File: config.mk
export PLATFORM = sky130hd
export DESIGN_NAME = dual_uart_host_bus_port
export DESIGN_NICKNAME = d
export VERILOG_FILES = /design/src/design/host_port_pkg.sv /design/src/design/chan_ready.sv /design/src/design/dual_uart_host_bus_port.sv
export SDC_FILE = /design/constraint.sdc
export NUM_CORES = 1
export LEC_CHECK = 0
export ABC_CLOCK_PERIOD_IN_PS = 4300
export BUFFER_PORTS_ARGS = -buffer_cell sky130_fd_sc_hd__buf_2
export CORE_UTILIZATION = 28
export CTS_CLUSTER_DIAMETER = 200
export DETAILED_ROUTE_END_ITERATION = 8
export SYNTH_ARGS = -nofsm -noshare
export SYNTH_HDL_FRONTEND = slang
export SYNTH_SLANG_ARGS = --single-unit
export TNS_END_PERCENT = 100
File: constraint.sdc
create_clock -name sys_clk -period 4.3 [get_ports sys_clk]
set_input_delay 1.29 -clock sys_clk [delete_from_list [all_inputs] [get_ports sys_clk]]
set_output_delay 1.29 -clock sys_clk [all_outputs]
set_load 0.01 [all_outputs]
File: src/design/host_port_pkg.sv
// Constants, types and carriers shared by the dual channel host bus port
`default_nettype none

package host_port_pkg;

  // ==========================================================
  // Channel count and register addresses inside a channel
  localparam int NUM_CHAN = 2;
  localparam int ADDR_W = 3;
  localparam logic [2:0] REG_DATA = 3'h0;
  localparam logic [2:0] REG_FIFO_CTL = 3'h2;
  localparam logic [2:0] REG_MODEM_CTL = 3'h4;
  localparam logic [2:0] REG_LINE_STAT = 3'h5;
  localparam logic [7:0] REG_RESET_VAL = 8'h00;

  // ==========================================================
  // Field positions
  localparam int MCR_IRQ_EN_BIT = 3;
  localparam int FCR_FIFO_EN_BIT = 0;
  localparam int FCR_RDY_MODE_BIT = 3;
  localparam int FCR_TRIG_LSB = 6;

  // ==========================================================
  // FIFO depth and receive trigger levels
  localparam int FIFO_DEPTH = 16;
  localparam int LEVEL_W = 5;
  localparam logic [4:0] TRIG_LEVEL_0 = 5'h01;
  localparam logic [4:0] TRIG_LEVEL_1 = 5'h04;
  localparam logic [4:0] TRIG_LEVEL_2 = 5'h08;
  localparam logic [4:0] TRIG_LEVEL_3 = 5'h0e;

  // ==========================================================
  // Access phase of the host bus
  typedef enum logic [1:0] {
    PH_IDLE = 2'b00,
    PH_READ = 2'b01,
    PH_WRITE = 2'b10
  } access_phase_t;

  // ==========================================================
  // Status coming from one channel's UART core
  typedef struct packed {
    logic [7:0] rxData;
    logic [7:0] lineStatus;
    logic irqReq;
    logic [LEVEL_W-1:0] txLevel;
    logic [LEVEL_W-1:0] rxLevel;
  } chan_core_t;

  // Controls going to one channel's UART core
  typedef struct packed {
    logic txPush;
    logic rxPop;
    logic [7:0] txData;
    logic [7:0] fifoCtl;
    logic [7:0] modemCtl;
  } chan_ctl_t;

endpackage : host_port_pkg

`default_nettype wire

File: src/design/chan_ready.sv
// Transmit and receive ready flags of one channel
`default_nettype none

module chan_ready
  import host_port_pkg::*;
#(
  parameter int DEPTH = FIFO_DEPTH
)
(
  // Clock and reset
  input wire logic sys_clk,
  input wire logic reset_n,
  // Configuration and fill levels
  input wire logic [7:0] fifoCtl,
  input wire logic [LEVEL_W-1:0] txLevel,
  input wire logic [LEVEL_W-1:0] rxLevel,
  // Active low ready flags
  output logic txReadyN,
  output logic rxReadyN
);

  typedef struct packed {
    logic txN;
    logic rxN;
  } ready_state_t;

  ready_state_t st;
  ready_state_t nxt;
  logic [LEVEL_W-1:0] trig;
  logic fifoOn;
  logic burst;

  // ==========================================================
  // Ready conditions per FIFO mode and trigger level
  always_comb
  begin
    nxt = st;
    fifoOn = fifoCtl[FCR_FIFO_EN_BIT];
    burst = fifoOn & fifoCtl[FCR_RDY_MODE_BIT];
    case (fifoCtl[FCR_TRIG_LSB +: 2])
      2'h0: trig = TRIG_LEVEL_0;
      2'h1: trig = TRIG_LEVEL_1;
      2'h2: trig = TRIG_LEVEL_2;
      default: trig = TRIG_LEVEL_3;
    endcase
    if (burst)
    begin
      nxt.rxN = ~(rxLevel >= trig);
      nxt.txN = ~(txLevel < LEVEL_W'(DEPTH));
    end
    else
    begin
      nxt.rxN = ~(rxLevel != '0);
      nxt.txN = ~(txLevel == '0);
    end
  end

  // State register
  always_ff @(posedge sys_clk)
  begin
    if (!reset_n)
    begin
      st.txN <= 1'b0;
      st.rxN <= 1'b1;
    end
    else
      st <= nxt;
  end

  assign txReadyN = st.txN;
  assign rxReadyN = st.rxN;

endmodule : chan_ready

`default_nettype wire

File: src/design/dual_uart_host_bus_port.sv
// Host bus port of a dual channel UART: decode, registers, pins
`default_nettype none


module dual_uart_host_bus_port
  import host_port_pkg::*;
(
  // Clock and reset
  input wire logic sys_clk,
  input wire logic reset_n,
  // Bus style and strobes
  input wire logic busStyleSel,
  input wire logic read_strobe_n,
  input wire logic write_strobe_n,
  input wire logic chan_a_select_n,
  input wire logic chan_b_select_n,
  // Address and data bus
  input wire logic [ADDR_W-1:0] regAddr,
  input wire logic [7:0] dataIn,
  output logic [7:0] dataOut,
  output logic dataOe,
  // Interrupt pins, output and enable each
  output logic chan_a_irq,
  output logic chan_a_irq_oe,
  output logic chan_b_irq,
  output logic chan_b_irq_oe,
  // Auxiliary outputs
  output logic aux_out_a_n,
  output logic aux_out_b_n,
  // Ready flags
  output logic tx_ready_a_n,
  output logic rx_ready_a_n,
  output logic tx_ready_b_n,
  output logic rx_ready_b_n,
  // UART core side
  input wire chan_core_t [NUM_CHAN-1:0] coreStat,
  output wire chan_ctl_t [NUM_CHAN-1:0] coreCtl
);

  // ==========================================================
  // Module state
  typedef struct packed {
    // Sequencer and the target latched when an access is taken
    access_phase_t phase;
    logic chan;
    logic [ADDR_W-1:0] addr;
    logic [7:0] wrData;
    // Byte driven on the bus during a read
    logic [7:0] dataOut;
    logic dataOe;
    // One cycle strobes and the byte handed to the transmitter
    logic [NUM_CHAN-1:0] txPush;
    logic [NUM_CHAN-1:0] rxPop;
    logic [NUM_CHAN-1:0][7:0] txData;
    // Stored register bytes per channel
    logic [NUM_CHAN-1:0][7:0][7:0] regs;
  } port_state_t;

  port_state_t st;
  port_state_t nxt;

  // ==========================================================
  // Decoded request of the current bus cycle
  logic rdAct;
  logic wrAct;
  logic accChan;
  logic selA;
  logic selB;
  logic anySel;

  // Byte offered to a read
  logic [7:0] rdByte;

  // Per channel enables, requests and ready flags
  logic [NUM_CHAN-1:0] irqEn;
  logic [NUM_CHAN-1:0] irqReq;
  logic [NUM_CHAN-1:0] txRdyN;
  logic [NUM_CHAN-1:0] rxRdyN;

  // Open drain request of the whole device
  logic devIrqOe;

  // ==========================================================
  // Access decode for both bus styles
  always_comb
  begin
    selA = ~chan_a_select_n;
    selB = ~chan_b_select_n;
    anySel = selA | selB;
    if (busStyleSel)
    begin
      // Separate strobes, one select per channel; A wins if both low,
      // so a host that shows both selects never splits one access
      rdAct = ~read_strobe_n & anySel;
      wrAct = ~write_strobe_n & anySel;
      accChan = ~selA;
      if (!anySel)
        accChan = 1'b0;
    end
    else
    begin
      // Read strobe pin is not looked at in this style
      rdAct = selA & write_strobe_n;
      wrAct = selA & ~write_strobe_n;
      accChan = chan_b_select_n;
    end
  end

  // ==========================================================
  // Read data select: data port pops the receiver, status is live
  // Only the byte seen at the taking edge is kept; later changes are ignored
  always_comb
  begin
    case (regAddr)
      REG_DATA: rdByte = coreStat[accChan].rxData;
      REG_LINE_STAT: rdByte = coreStat[accChan].lineStatus;
      default: rdByte = st.regs[accChan][regAddr];
    endcase
  end

  // ==========================================================
  // Access sequencer
  always_comb
  begin
    nxt = st;
    nxt.txPush = '0;
    nxt.rxPop = '0;
    case (st.phase)
      PH_IDLE:
      begin
        nxt.dataOe = 1'b0;
        // Read wins if a host shows both requests at once
        if (rdAct)
        begin
          // Strobe fall: fetch the byte and start driving the bus
          nxt.phase = PH_READ;
          nxt.chan = accChan;
          nxt.addr = regAddr;
          nxt.dataOut = rdByte;
          nxt.dataOe = 1'b1;
          // A data port read pops the receiver once per access
          if (regAddr == REG_DATA)
            nxt.rxPop[accChan] = 1'b1;
        end
        else if (wrAct)
        begin
          // Strobe fall: open the write cycle and note its target
          nxt.phase = PH_WRITE;
          nxt.chan = accChan;
          nxt.addr = regAddr;
          nxt.wrData = dataIn;
        end
      end
      PH_READ:
      begin
        // Hold the byte until the strobe or select is released
        if (!rdAct)
        begin
          nxt.phase = PH_IDLE;
          nxt.dataOe = 1'b0;
        end
        else
          nxt.dataOe = 1'b1;
      end
      PH_WRITE:
      begin
        // Keep sampling: the byte that counts is the one at the rise
        if (wrAct)
          nxt.wrData = dataIn;
        else
        begin
          // Strobe rise: store the last byte seen on the bus
          nxt.phase = PH_IDLE;
          // Data port writes go to the transmitter, not to storage
          if (st.addr == REG_DATA)
          begin
            nxt.txPush[st.chan] = 1'b1;
            nxt.txData[st.chan] = st.wrData;
          end
          else
            nxt.regs[st.chan][st.addr] = st.wrData;
        end
      end
      default:
      begin
        // Unused phase code: back to idle with the bus released
        nxt.phase = PH_IDLE;
        nxt.dataOe = 1'b0;
      end
    endcase
  end

  // ==========================================================
  // State register
  always_ff @(posedge sys_clk)
  begin
    if (!reset_n)
    begin
      // Clearing every byte leaves bit 3 low: irq pins float, aux high
      st <= '0;
      st.phase <= PH_IDLE;
      st.regs <= {(NUM_CHAN * 8){REG_RESET_VAL}};
    end
    else
      st <= nxt;
  end

  // ==========================================================
  // Data bus outputs
  // Registered, so the byte stands still at the host's sampling edge
  assign dataOut = st.dataOut;
  assign dataOe = st.dataOe;

  // ==========================================================
  // Per channel ready flags and core controls
  genvar ch;
  generate
    for (ch = 0; ch < NUM_CHAN; ch++)
    begin : g_chan
      // Interrupt enable and request of this channel
      assign irqEn[ch] = st.regs[ch][REG_MODEM_CTL][MCR_IRQ_EN_BIT];
      assign irqReq[ch] = coreStat[ch].irqReq;

      // Core controls come straight from the stored bytes
      assign coreCtl[ch].txPush = st.txPush[ch];
      assign coreCtl[ch].rxPop = st.rxPop[ch];
      assign coreCtl[ch].txData = st.txData[ch];
      assign coreCtl[ch].fifoCtl = st.regs[ch][REG_FIFO_CTL];
      assign coreCtl[ch].modemCtl = st.regs[ch][REG_MODEM_CTL];

      // Ready logic is configured separately in each channel
      chan_ready #(
        .DEPTH(FIFO_DEPTH)
      ) u_ready (
        .sys_clk(sys_clk),
        .reset_n(reset_n),
        .fifoCtl(st.regs[ch][REG_FIFO_CTL]),
        .txLevel(coreStat[ch].txLevel),
        .rxLevel(coreStat[ch].rxLevel),
        .txReadyN(txRdyN[ch]),
        .rxReadyN(rxRdyN[ch])
      );
    end
  endgenerate

  // ==========================================================
  // Ready pins; index 0 is channel A, index 1 channel B
  assign tx_ready_a_n = txRdyN[0];
  assign rx_ready_a_n = rxRdyN[0];
  assign tx_ready_b_n = txRdyN[1];
  assign rx_ready_b_n = rxRdyN[1];

  // ==========================================================
  // Auxiliary outputs mirror the interrupt enable bit inverted
  // In the separate strobe style, aux goes low exactly while the interrupt pin is enabled
  assign aux_out_a_n = ~irqEn[0];
  assign aux_out_b_n = ~irqEn[1];

  // ==========================================================
  // Combined request: any channel that is enabled and asking
  assign devIrqOe = |(irqEn & irqReq);

  // ==========================================================
  // Interrupt pins for both styles
  always_comb
  begin
    if (busStyleSel)
    begin
      // Per channel, active high, floating while disabled
      chan_a_irq = irqReq[0];
      chan_a_irq_oe = irqEn[0];
      chan_b_irq = irqReq[1];
      chan_b_irq_oe = irqEn[1];
    end
    else
    begin
      // Open drain: pull low while any enabled channel requests
      chan_a_irq = 1'b0;
      chan_a_irq_oe = devIrqOe;
      chan_b_irq = 1'b0;
      chan_b_irq_oe = 1'b0;
    end
  end

endmodule : dual_uart_host_bus_port

`default_nettype wire

; ---- After elaboration in Yosys (flattened, before gate mapping)
; Index checks and enable logic that the tools add are counted.
[totals]
elab_cells = 145
out_inout_bits = 71
input_bits = 72
ff_bits = 175
[classes]
bitwise_logic = 26
n_lt_le_gt_ge = 11
eq_ne = 13
mux = 42
n_reduce_logical = 23
[op_table]
columns = cell, n
row1 = $mux 64, 3
row2 = $bwmux 128, 1
row3 = $demux 64 s1, 1
row4 = $mux 27, 2
row5 = $mux 8, 5
row6 = $pmux 8 s2, 2
row7 = $bmux 8 s3, 1
row8 = $demux 8 s3, 1
row9 = $pmux 4 s3, 2
row10 = $not 1->1, 18
row11 = $bwmux 16, 1
row12 = $mux 14, 1
row13 = $mux 1, 12
row14 = $ge 5x4->1, 2
row15 = $logic_not 5->1, 2
row16 = $lt 5x5->1 const B, 2
row17 = $ne 2x2->1 const B, 5
row18 = $reduce_bool 5->1, 2
row19 = $reduce_and 3->1, 3
row20 = $demux 8 s1, 1
row21 = $lt 3x4->1 const B, 2
row22 = $mux 2, 4
row23 = $reduce_and 4->1, 2
row24 = $and 1x1->1, 6
row25 = 20 further kinds, 34

; ---- Logic depth before layout (Yosys ltp)
; Gate-level depths: netlist of run 1.
[depth]
word_depth = 9
depth_mapped = 9
ltp_nobuf = 8

; ---- Hierarchy
; A second synthesis of run 1 with hierarchy kept.
[hier_totals]
cells_unflattened = 946
hier_area_um2 = 7951.4
[modules_own_cells]
columns = module, n_inst, area_per_inst_um2, seq_area_each_um2, cells_per_inst
row1 = dual_uart_host_bus_port, 1, 7593.5, 3143.0, 898
row2 = chan_ready, 2, 178.9, 40.0, 24

; ---- Least setup slack after synthesis of run 1
; OpenSTA, ideal clock, no wires.
[synth_timing]
kind = input -> output
startpoint = input port busStyleSel
endpoint = output port chan_a_irq_oe
n_path_buf = 1
cell_stages = 3
arrival_time_ps = 1650
t_required_ps = 3010
path_slack_ps = 1360
cell_sequence = buf_6 -> o21ai_0 -> nand2_1
[synth_via]
elab_chain_cells = 1
[synth_rtl]
columns = item, line_no
row1 = from (decl), dual_uart_host_bus_port.sv:12  ; input wire logic busStyleSel,
row2 = $mux 1, dual_uart_host_bus_port.sv:267  ; if (busStyleSel)
row3 = to (decl), dual_uart_host_bus_port.sv:24  ; output logic chan_a_irq_oe,
; Every way passes these cells.

; ---- Final worst setup path of run 1
; Ends and elaborated chain as after synthesis.

==> impl_metrics.yaml, run 1 <==
routing:
  drc: 0
  ant_nets: 0
  drt_iter0_drc: 629
  vias: 7040
  wl_per_cell_um: 19.0
  routed_via_density: 5.01
  dr.pass1.iters: 5
  wl_um: 26700
sta:
  fin_crit_sh: 0.729
  rsz0062_at_grt: "false"
  finalSetupTns_ns: 0
  hold_viol_final: 0
  hold_ws_ns: 0.463
  relSlewSlack: 0.267
  setup_slack_ns: 1.17
  clock_skew_ns: 0.0118
  period_minus_slack_ns: 3.13
  max_freq_mhz: 319
  slew_violations: 0
  worst_slew_pin_slew_ns: 1.10
  setup_viol: 0
finish:
  area_delta_synth_final_pct: 14.2
  fin_cells: 1406
  fin_util: 0.327
  num-nets-final: 1088
  design_area_um2: 9440
  drive_above_1_share: 0.206
global_route:
  grt_max_degree: 57
  grt_pass1_wl_um: 40000
  grt_usage: 0.175
  overflow: 0
  first_global_vias: 6501
  antenna_found_initial: 1
clock_network:
  cts_root_buffer: "clkbuf_16"
  cts-buffers-inserted: 17
  cts-hold-fix-buffers: 0
  post_cts_resized: 0
  cts.sinks: 173
  clock_tree.buffer_depth: 2
  cts_setup_buffers: 0
  clkTransAtPathRegs_ns: 0.07
  htreeDepth: 4
  cts_tree: "built"
  insertion_delay_ns: 0.43
setup_path:
  path_buf_inv: 2
  crit_slowest_cell: "o21ai_0"
  cp_cell_sequence: "buf_2 -> o21ai_0 -> nand2_1 -> buf_2"
  critical_path_class: "input port to output port"
  crit_top_cell: "buf_2"
  arrival_ns: 1.84
  crit_path_end_kind: "output port"
  crit_family: "buffers and inverters"
  start_kind: "input port"
  crit_fanout: 12
  cp_slowest_stage_delay_ns: 0.17
  crit_required_ns: 3.01
power_and_ir_drop:
  power_density_nw_per_um2: 378
  total_power_mw: 3.56
  power_leakage_nw: 3.83
  ir_drop_mv: 0.237
logic_synthesis:
  yosysUniqueCellTypes: 56
  ys.flop_type: "dfxtp_1"
  ys_seq_area_frac: 0.419
  syn_area_per_cell_um2: 8.55
  ys_ff_latch: 173
  ys_warn_count: 0
  synth-edff-count: 0
  syn-instance-count: 967
  synth.net_count: 1047
  synthesis.area_um2: 8270
  async_flop_share: 0
placement:
  dp_slack_ns: 0.895
  gp_congestion: 0.990
  io_buffers: 142
  placed_area_um2: 8840
  place_hpwl_um: 18800
  dpl.cell_count: 1373
die:
  coreArea_um2: 28900
  initial_core_util: 0.287
  die_area_um2: 30200
  ioPinCount: 143
  die_w_um: 174
  chipHeight_um: 174
  placementRows: 62
worst_hold_path:
  min_path_type: "flip-flop to flip-flop"
status:
  outcome: "finished, final reports clean"
flow_run:
  drv_cap: 0
## flip-flops by register name (all words and copies together) (netlist names)
register                 cells
st                         108
coreCtl                     52
dataOut                      8
g_chan.u_ready.rxReadyN      2
g_chan.u_ready.txReadyN      2
dataOe                       1
## final cells by class
cell class / instances / area (um2)
timing repair buffer: 156 / 841
multi-input combinational: 650 / 4020
inverter: 10 / 40.0
fill: 3046 / 19400
sequential: 173 / 3460
tap: 384 / 480
antenna: 1 / 2.50
clock inverter: 14 / 159
clock buffer: 18 / 439
## final timing paths
| path | from | end | slack, ns | cells after the start |
|---|---|---|---|---|
| min reg2reg | st[71] | st[71] | 0.46 | 1 |
| max reg2reg | st[165] | st[108] | 1.92 | 4 |
| max | busStyleSel | chan_a_irq_oe | 1.17 | 4 |
| min | st[71] | st[71] | 0.46 | 1 |
## cells by family after synthesis
group,synth area share
buffers and inverters,0.0953
DFF,0.419
muxes,0.138
adders and majority gates,0.0121
AOI/OAI and AO/OA,0.158
and+or+nand+nor,0.178
## cells in the mapped netlist, types with 10 or more instances
library cell / count / area share
clkbuf_1: 61 / 0.028
buf_4: 60 / 0.054
nand2_1: 91 / 0.041
a221o_1: 11 / 0.013
mux2i_1: 108 / 0.13
nor3_1: 18 / 0.011
nor2_1: 134 / 0.061
and2_1: 19 / 0.014
nand2b_1: 11 / 0.0083
dfxtp_1: 173 / 0.42
a21oi_1: 80 / 0.048
o21ai_0: 60 / 0.036
and3_1: 10 / 0.0076
## routing by layer
metal	global-route usage	share of wire	routed length, um	vias up
met3	0.0287	0.049	1320	39
met2	0.290	0.48	12800	250
met5	0	0	0	-
met1	0.227	0.45	11900	3373
met4	0.0658	0.026	692	0
li1	-	-	-	3378
## cells in the final DEF, fill, tap and decap left out, types with 9 or more instances in the layout
cell type / n
o21ai_0: 60
nor3_1: 18
a21oi_1: 80
clkbuf_16: 17
and3_1: 10
a221o_1: 11
dfxtp_1: 173
mux2i_1: 108
nand2_1: 91
nand2b_1: 11
nor2_1: 134
o221ai_1: 9
and2_1: 19
buf_2: 142
buf_4: 12
## report_power, final
part / leakage (nW) / total [mW] / switching [mW] / internal, mW
Combinational: 2.15 / 0.300 / 0.187 / 0.113
Clock: 0.282 / 1.59 / 0.705 / 0.884
Sequential: 1.40 / 1.68 / 0.0547 / 1.62
Total: 3.83 / 3.56 / 0.946 / 2.62
## worst reg2reg max path, cell delays in order, from the launching register on
cell and delay, ns:
dfxtp_1 0.76, nand2_1 0.63, nor2_1 0.62, nand2_1 0.12
a21oi_1 0.16
Power figures use the tool's default switching activity.
==> run 2, diff against run 1 <==
--- a/config.mk
+++ b/config.mk
@@ -5,7 +5,7 @@
 export SDC_FILE = /design/constraint.sdc
 export NUM_CORES = 1
 export LEC_CHECK = 0
-export ABC_CLOCK_PERIOD_IN_PS = 4300
+export ABC_CLOCK_PERIOD_IN_PS = 2800
 export BUFFER_PORTS_ARGS = -buffer_cell sky130_fd_sc_hd__buf_2
 export CORE_UTILIZATION = 28
 export CTS_CLUSTER_DIAMETER = 200
==> constraint.sdc (replaced) <==
create_clock -name sys_clk -period 2.8 [get_ports sys_clk]
set_input_delay 0.84 -clock sys_clk [delete_from_list [all_inputs] [get_ports sys_clk]]
set_output_delay 0.84 -clock sys_clk [all_outputs]
set_load 0.01 [all_outputs]
==> run 2 against run 1 <==
Global-route usage rose by 0.12 points. Non-clock buffer count increased by 27. Worst setup slack worse by 0.72 ns. Sequential share of layout area fell by 0.81 points. Largest cell class unchanged. Clock power grew 50%. Cell area rose by 2.3%. Hold slack worse by 0.0030 ns. Sequential power increased by 52%. Final cell count increased by 1.7%. Clock skew increased by 0.00083 ns. Core utilization up 0.74 points. Highest routed layer unchanged. Flip-flop and latch count is the same.
==> impl_metrics.yaml, run 2 (synthesis results as in run 1) <==
status:
  outcome: "finished, final reports clean"
sta:
  rsz0062_at_grt: "false"
  worst_slew_pin_slew_ns: 1.06
  setup_slack_ns: 0.448
  relSlewSlack: 0.295
  hold_viol_final: 0
  fin_crit_sh: 0.840
  setup_viol: 0
  hold_ws_ns: 0.460
  clock_skew_ns: 0.0126
  max_freq_mhz: 425
  slew_violations: 0
  period_minus_slack_ns: 2.35
clock_network:
  htreeDepth: 4
  cts-hold-fix-buffers: 0
  cts_tree: "built"
  cts-buffers-inserted: 17
  clock_tree.buffer_depth: 2
  post_cts_resized: 0
  cts_root_buffer: "clkbuf_16"
  clkTransAtPathRegs_ns: 0.07
  cts_setup_buffers: 0
  cts.sinks: 173
  insertion_delay_ns: 0.43
finish:
  largest_register_ffs: 108
  num-nets-final: 1115
  drive_above_1_share: 0.223
  area_delta_synth_final_pct: 16.8
  ff_latch_area_um2: 3460
  layout_common_cells: "dfxtp_1, buf_2, nor2_1"
  multiInputGateArea_um2: 4020
  design_area_um2: 9650
  antenna_cells: 0
  largest_register: "st"
  n_fill_cell: 3097
  final_common_cell: "dfxtp_1"
routing:
  ant_nets: 0
  vias: 7106
  dr.pass1.iters: 5
  routed_via_density: 4.97
  wl_um: 26800
  drc: 0
  drt_iter0_drc: 546
  wl_per_cell_um: 18.7
die:
  coreArea_um2: 28900
  ioPinCount: 143
  die_w_um: 174
  die_area_um2: 30200
  placementRows: 62
  initial_core_util: 0.287
  chipHeight_um: 174
power_and_ir_drop:
  power_density_nw_per_um2: 564
  power_leakage_nw: 3.96
  total_power_mw: 5.44
  ir_drop_mv: 0.380
setup_path:
  start_kind: "input port"
  crit_path_end_kind: "flip-flop"
  critical_path_class: "input port to flip-flop"
  crit_required_ns: 3.09
  crit_fanout: 12
  arrival_ns: 2.64
global_route:
  antenna_found_initial: 0
  first_global_vias: 6738
  grt_usage: 0.176
  overflow: 0
  grt_max_degree: 48
  grt_pass1_wl_um: 40400
worst_hold_path:
  min_path_type: "flip-flop to flip-flop"
placement:
  gp_congestion: 0.947
  io_buffers: 142
  place_hpwl_um: 19100
  dp_slack_ns: -0.0445
  placed_area_um2: 9080
flow_run:
  drv_cap: 0
## run 2: power breakdown
group | switching [mW] | internal, mW
registers | 0.0731 | 2.49
logic | 0.305 | 0.195
clock network | 1.02 | 1.36
## run 2: per-layer routing
layer	vias to the layer above	global-route usage	share of wire
met4	0	0.0541	0.019
met1	3422	0.228	0.44
met3	31	0.0283	0.048
li1	3432	-	-
met2	221	0.299	0.49
met5	-	0	0
## run 2: final timing paths
check | to | slack [ns] | from | depth (start not counted)
setup / recovery | dataOut[4] | 0.45 | busStyleSel | 7
hold / removal | st[2] | 0.46 | st[2] | 1
setup reg to reg | st[91] | 0.60 | st[165] | 4
hold reg to reg | st[2] | 0.46 | st[2] | 1
## run 2: metrics by stage
stage	setup TNS (ns)	cells	util
detailed placement	-0.0445	1400	0.315
floorplan	0	967	-
finish	0	1430	0.335
global route	0	1430	0.335
CTS	0	1430	0.335
global placement	0	1400	0.315
## run 2: critical path, stage by stage
cell and delay [ns]:
buf_2 0.20, nand2b_1 0.10, or2_2 0.30, a21oi_1 0.34, nand2b_1 0.27, nor3_1 0.47, a21oi_1 0.12
## run 2: cell type report
type,count,area share
Sequential cell,173,0.359
Multi-Input combinational cell,650,0.416
Timing Repair Buffer,183,0.112
Tap cell,384,0.0498
Clock inverter,9,0.0117
Clock buffer,21,0.0477
Inverter,10,0.00415
==> run 3, diff against run 2 <==
--- a/config.mk
+++ b/config.mk
@@ -5,7 +5,8 @@
 export SDC_FILE = /design/constraint.sdc
 export NUM_CORES = 1
 export LEC_CHECK = 0
-export ABC_CLOCK_PERIOD_IN_PS = 2800
+export ABC_AREA = 1
+export ABC_CLOCK_PERIOD_IN_PS = 2200
 export BUFFER_PORTS_ARGS = -buffer_cell sky130_fd_sc_hd__buf_2
 export CORE_UTILIZATION = 28
 export CTS_CLUSTER_DIAMETER = 200
==> constraint.sdc (replaced) <==
create_clock -name sys_clk -period 2.2 [get_ports sys_clk]
set_input_delay 0.66 -clock sys_clk [delete_from_list [all_inputs] [get_ports sys_clk]]
set_output_delay 0.66 -clock sys_clk [all_outputs]
set_load 0.01 [all_outputs]
==> run 3 against run 2 <==
Final cell count rose by 21%. Global-route usage fell by 1.3 points. Die area rose by 3.8%.
==> impl_metrics.yaml, run 3 <==
clock_network:
  clkTransAtPathRegs_ns: 0.08
  post_cts_resized: 0
  cts_root_buffer: "clkbuf_16"
  cts-hold-fix-buffers: 0
  cts-buffers-inserted: 17
  insertion_delay_ns: 0.43
  cts_tree: "built"
  clock_tree.buffer_depth: 2
  htreeDepth: 4
  cts.sinks: 175
  cts_setup_buffers: 0
flow_run:
  drv_cap: 0
routing:
  vias: 7998
  drc: 0
  ant_nets: 0
  drt_iter0_drc: 665
  wl_per_cell_um: 14.8
  wl_um: 25500
  dr.pass1.iters: 5
  routed_via_density: 4.63
logic_synthesis:
  synthSimpleGateAreaFrac: 0.221
  synth.net_count: 1331
  synth-xor-area-share: 0
  synthMuxAreaShare: 0
  synth_top_area_frac: 0.408
  yosysTopAreaCell: "dfxtp_1"
  syn_area_per_cell_um2: 6.86
  ys_ff_latch: 175
  synth_top_family_by_area: "simple AND/OR/NAND/NOR gates"
  synth_area_leaders: "dfxtp_1, a21oi_1, o21ai_0, nand2_1, inv_1"
  synthTopCellsByCount: "dfxtp_1, nand2_1, inv_1"
  synth-edff-count: 0
  ys.flop_type: "dfxtp_1"
  ys_warn_count: 0
  synth-compound-area-share: 0.193
  ys_seq_area_frac: 0.408
  yosysUniqueCellTypes: 30
  syn-instance-count: 1251
  synthAdderAreaFrac: 0.0117
  async_flop_share: 0
  yosysMostFrequentCell: "dfxtp_1"
  synthesis.area_um2: 8580
worst_hold_path:
  holdPathEnd: "st[7]"
  min_path_type: "flip-flop to flip-flop"
  hold-path-cell-count: 2
  min-delay-start: "st[7]"
power_and_ir_drop:
  pwr-share-comb: 0.117
  intPower_mw: 5.26
  power_leakage_nw: 4.54
  ir_drop_mv: 0.463
  total_power_mw: 7.27
  power_frac_seq: 0.449
  clockPowerShare: 0.434
  switchingPower_mw: 2.01
  swShare: 0.276
  power_density_nw_per_um2: 724
sta:
  fin_crit_sh: 0.830
  rsz0062_at_grt: "false"
  max_freq_mhz: 547
  relSlewSlack: 0.514
  worst_slew_pin_slew_ns: 0.729
  hold_viol_final: 0
  setup_viol: 0
  finalSetupTns_ns: 0
  slew_violations: 0
  clock_skew_ns: 0.0138
  period_minus_slack_ns: 1.83
setup_path:
  arrival_ns: 1.17
  start_kind: "input port"
  r2r-end: "coreCtl[32]"
  critical_path_class: "input port to output port"
  crit_path_end_kind: "output port"
  crit_required_ns: 1.54
  r2r_start: "st[170]"
  rrSetupSlack_ns: 0.49
  crit_fanout: 8
  reg2regPathDepth: 7
placement:
  gp_congestion: 0.858
  io_buffers: 142
  placed_area_um2: 9430
  dpl.cell_count: 1694
  place_hpwl_um: 18200
finish:
  area_delta_synth_final_pct: 17.0
  drive_above_1_share: 0.180
  final_common_cell: "dfxtp_1"
  largest_register_ffs: 110
  layout_common_cells: "dfxtp_1, nand2_1, inv_1"
  antenna_cells: 0
  num-nets-final: 1403
  largest_register: "st"
  design_area_um2: 10000
  fin_cells: 1726
global_route:
  grt_max_degree: 74
  overflow: 0
  first_global_vias: 7335
  grt_usage: 0.163
  antenna_found_initial: 0
  grt_pass1_wl_um: 39900
die:
  ioPinCount: 143
  chipHeight_um: 177
  die_w_um: 177
  coreArea_um2: 29900
  placementRows: 63
  die_area_um2: 31400
  initial_core_util: 0.287
status:
  outcome: "finished, final reports clean"
-- run 3: area by class of cell --
class | instances | area, um2
clock buffers | 18 | 439
clock inverters | 14 | 169
fillers | 3254 | 19800
inverters | 168 | 631
multi-input cells | 772 | 3650
flip-flops and latches | 175 | 3500
well taps | 390 | 488
repair buffers | 189 | 1160
-- run 3: worst max path at each step --
stage           startpoint       endpoint  cells past startpoint
2_1_floorplan  busStyleSel         st[13]                     10
3_3_place_gp   busStyleSel        st[168]                      8
3_5_place_dp   busStyleSel    coreCtl[32]                      9
4_1_cts        busStyleSel  chan_a_irq_oe                      4
5_1_grt            st[170]    coreCtl[30]                      7
6_report       busStyleSel  chan_a_irq_oe                      4
-- run 3: power by group through the flow --
stage / registers, mW / logic (mW) / clock network [mW]
after floorplan: 3.32 / 0.525 / 0
after detailed placement: 3.34 / 0.845 / 0
after global routing: 3.27 / 0.943 / 3.33
final: 3.27 / 0.847 / 3.16
after CTS: 3.27 / 0.849 / 3.22
after global placement: 3.34 / 0.840 / 0
-- run 3: cells by family after synthesis --
| group | Yosys count |
|---|---|
| DFF | 175 |
| adders and majority gates | 8 |
| and+or+nand+nor | 447 |
| AOI/OAI and AO/OA | 317 |
| buffers and inverters | 304 |
-- run 3: layer usage --
metal	routed length, um	GRT usage	share of wire	vias to the layer above
li1	-	-	-	4093
met1	11800	0.221	0.46	3666
met2	12000	0.267	0.47	213
met3	1380	0.0275	0.054	26
met4	301	0.0377	0.012	0
met5	0	0	0	-
-- run 3: stage by stage --
step	utilization	setup WS, ns	hold slack (ns)
finish	0.336	0.373	0.426
global route	0.336	0.309	0.439
CTS	0.336	0.373	0.429
detailed placement	0.316	0.0365	0.417
global placement	0.316	0.0593	0.413
floorplan	-	0.349	0.401
-- run 3: critical path, cell delays in order --
cell and delay (ns):
buf_2 0.15, o21ai_0 0.16, nand2_1 0.06, buf_2 0.14
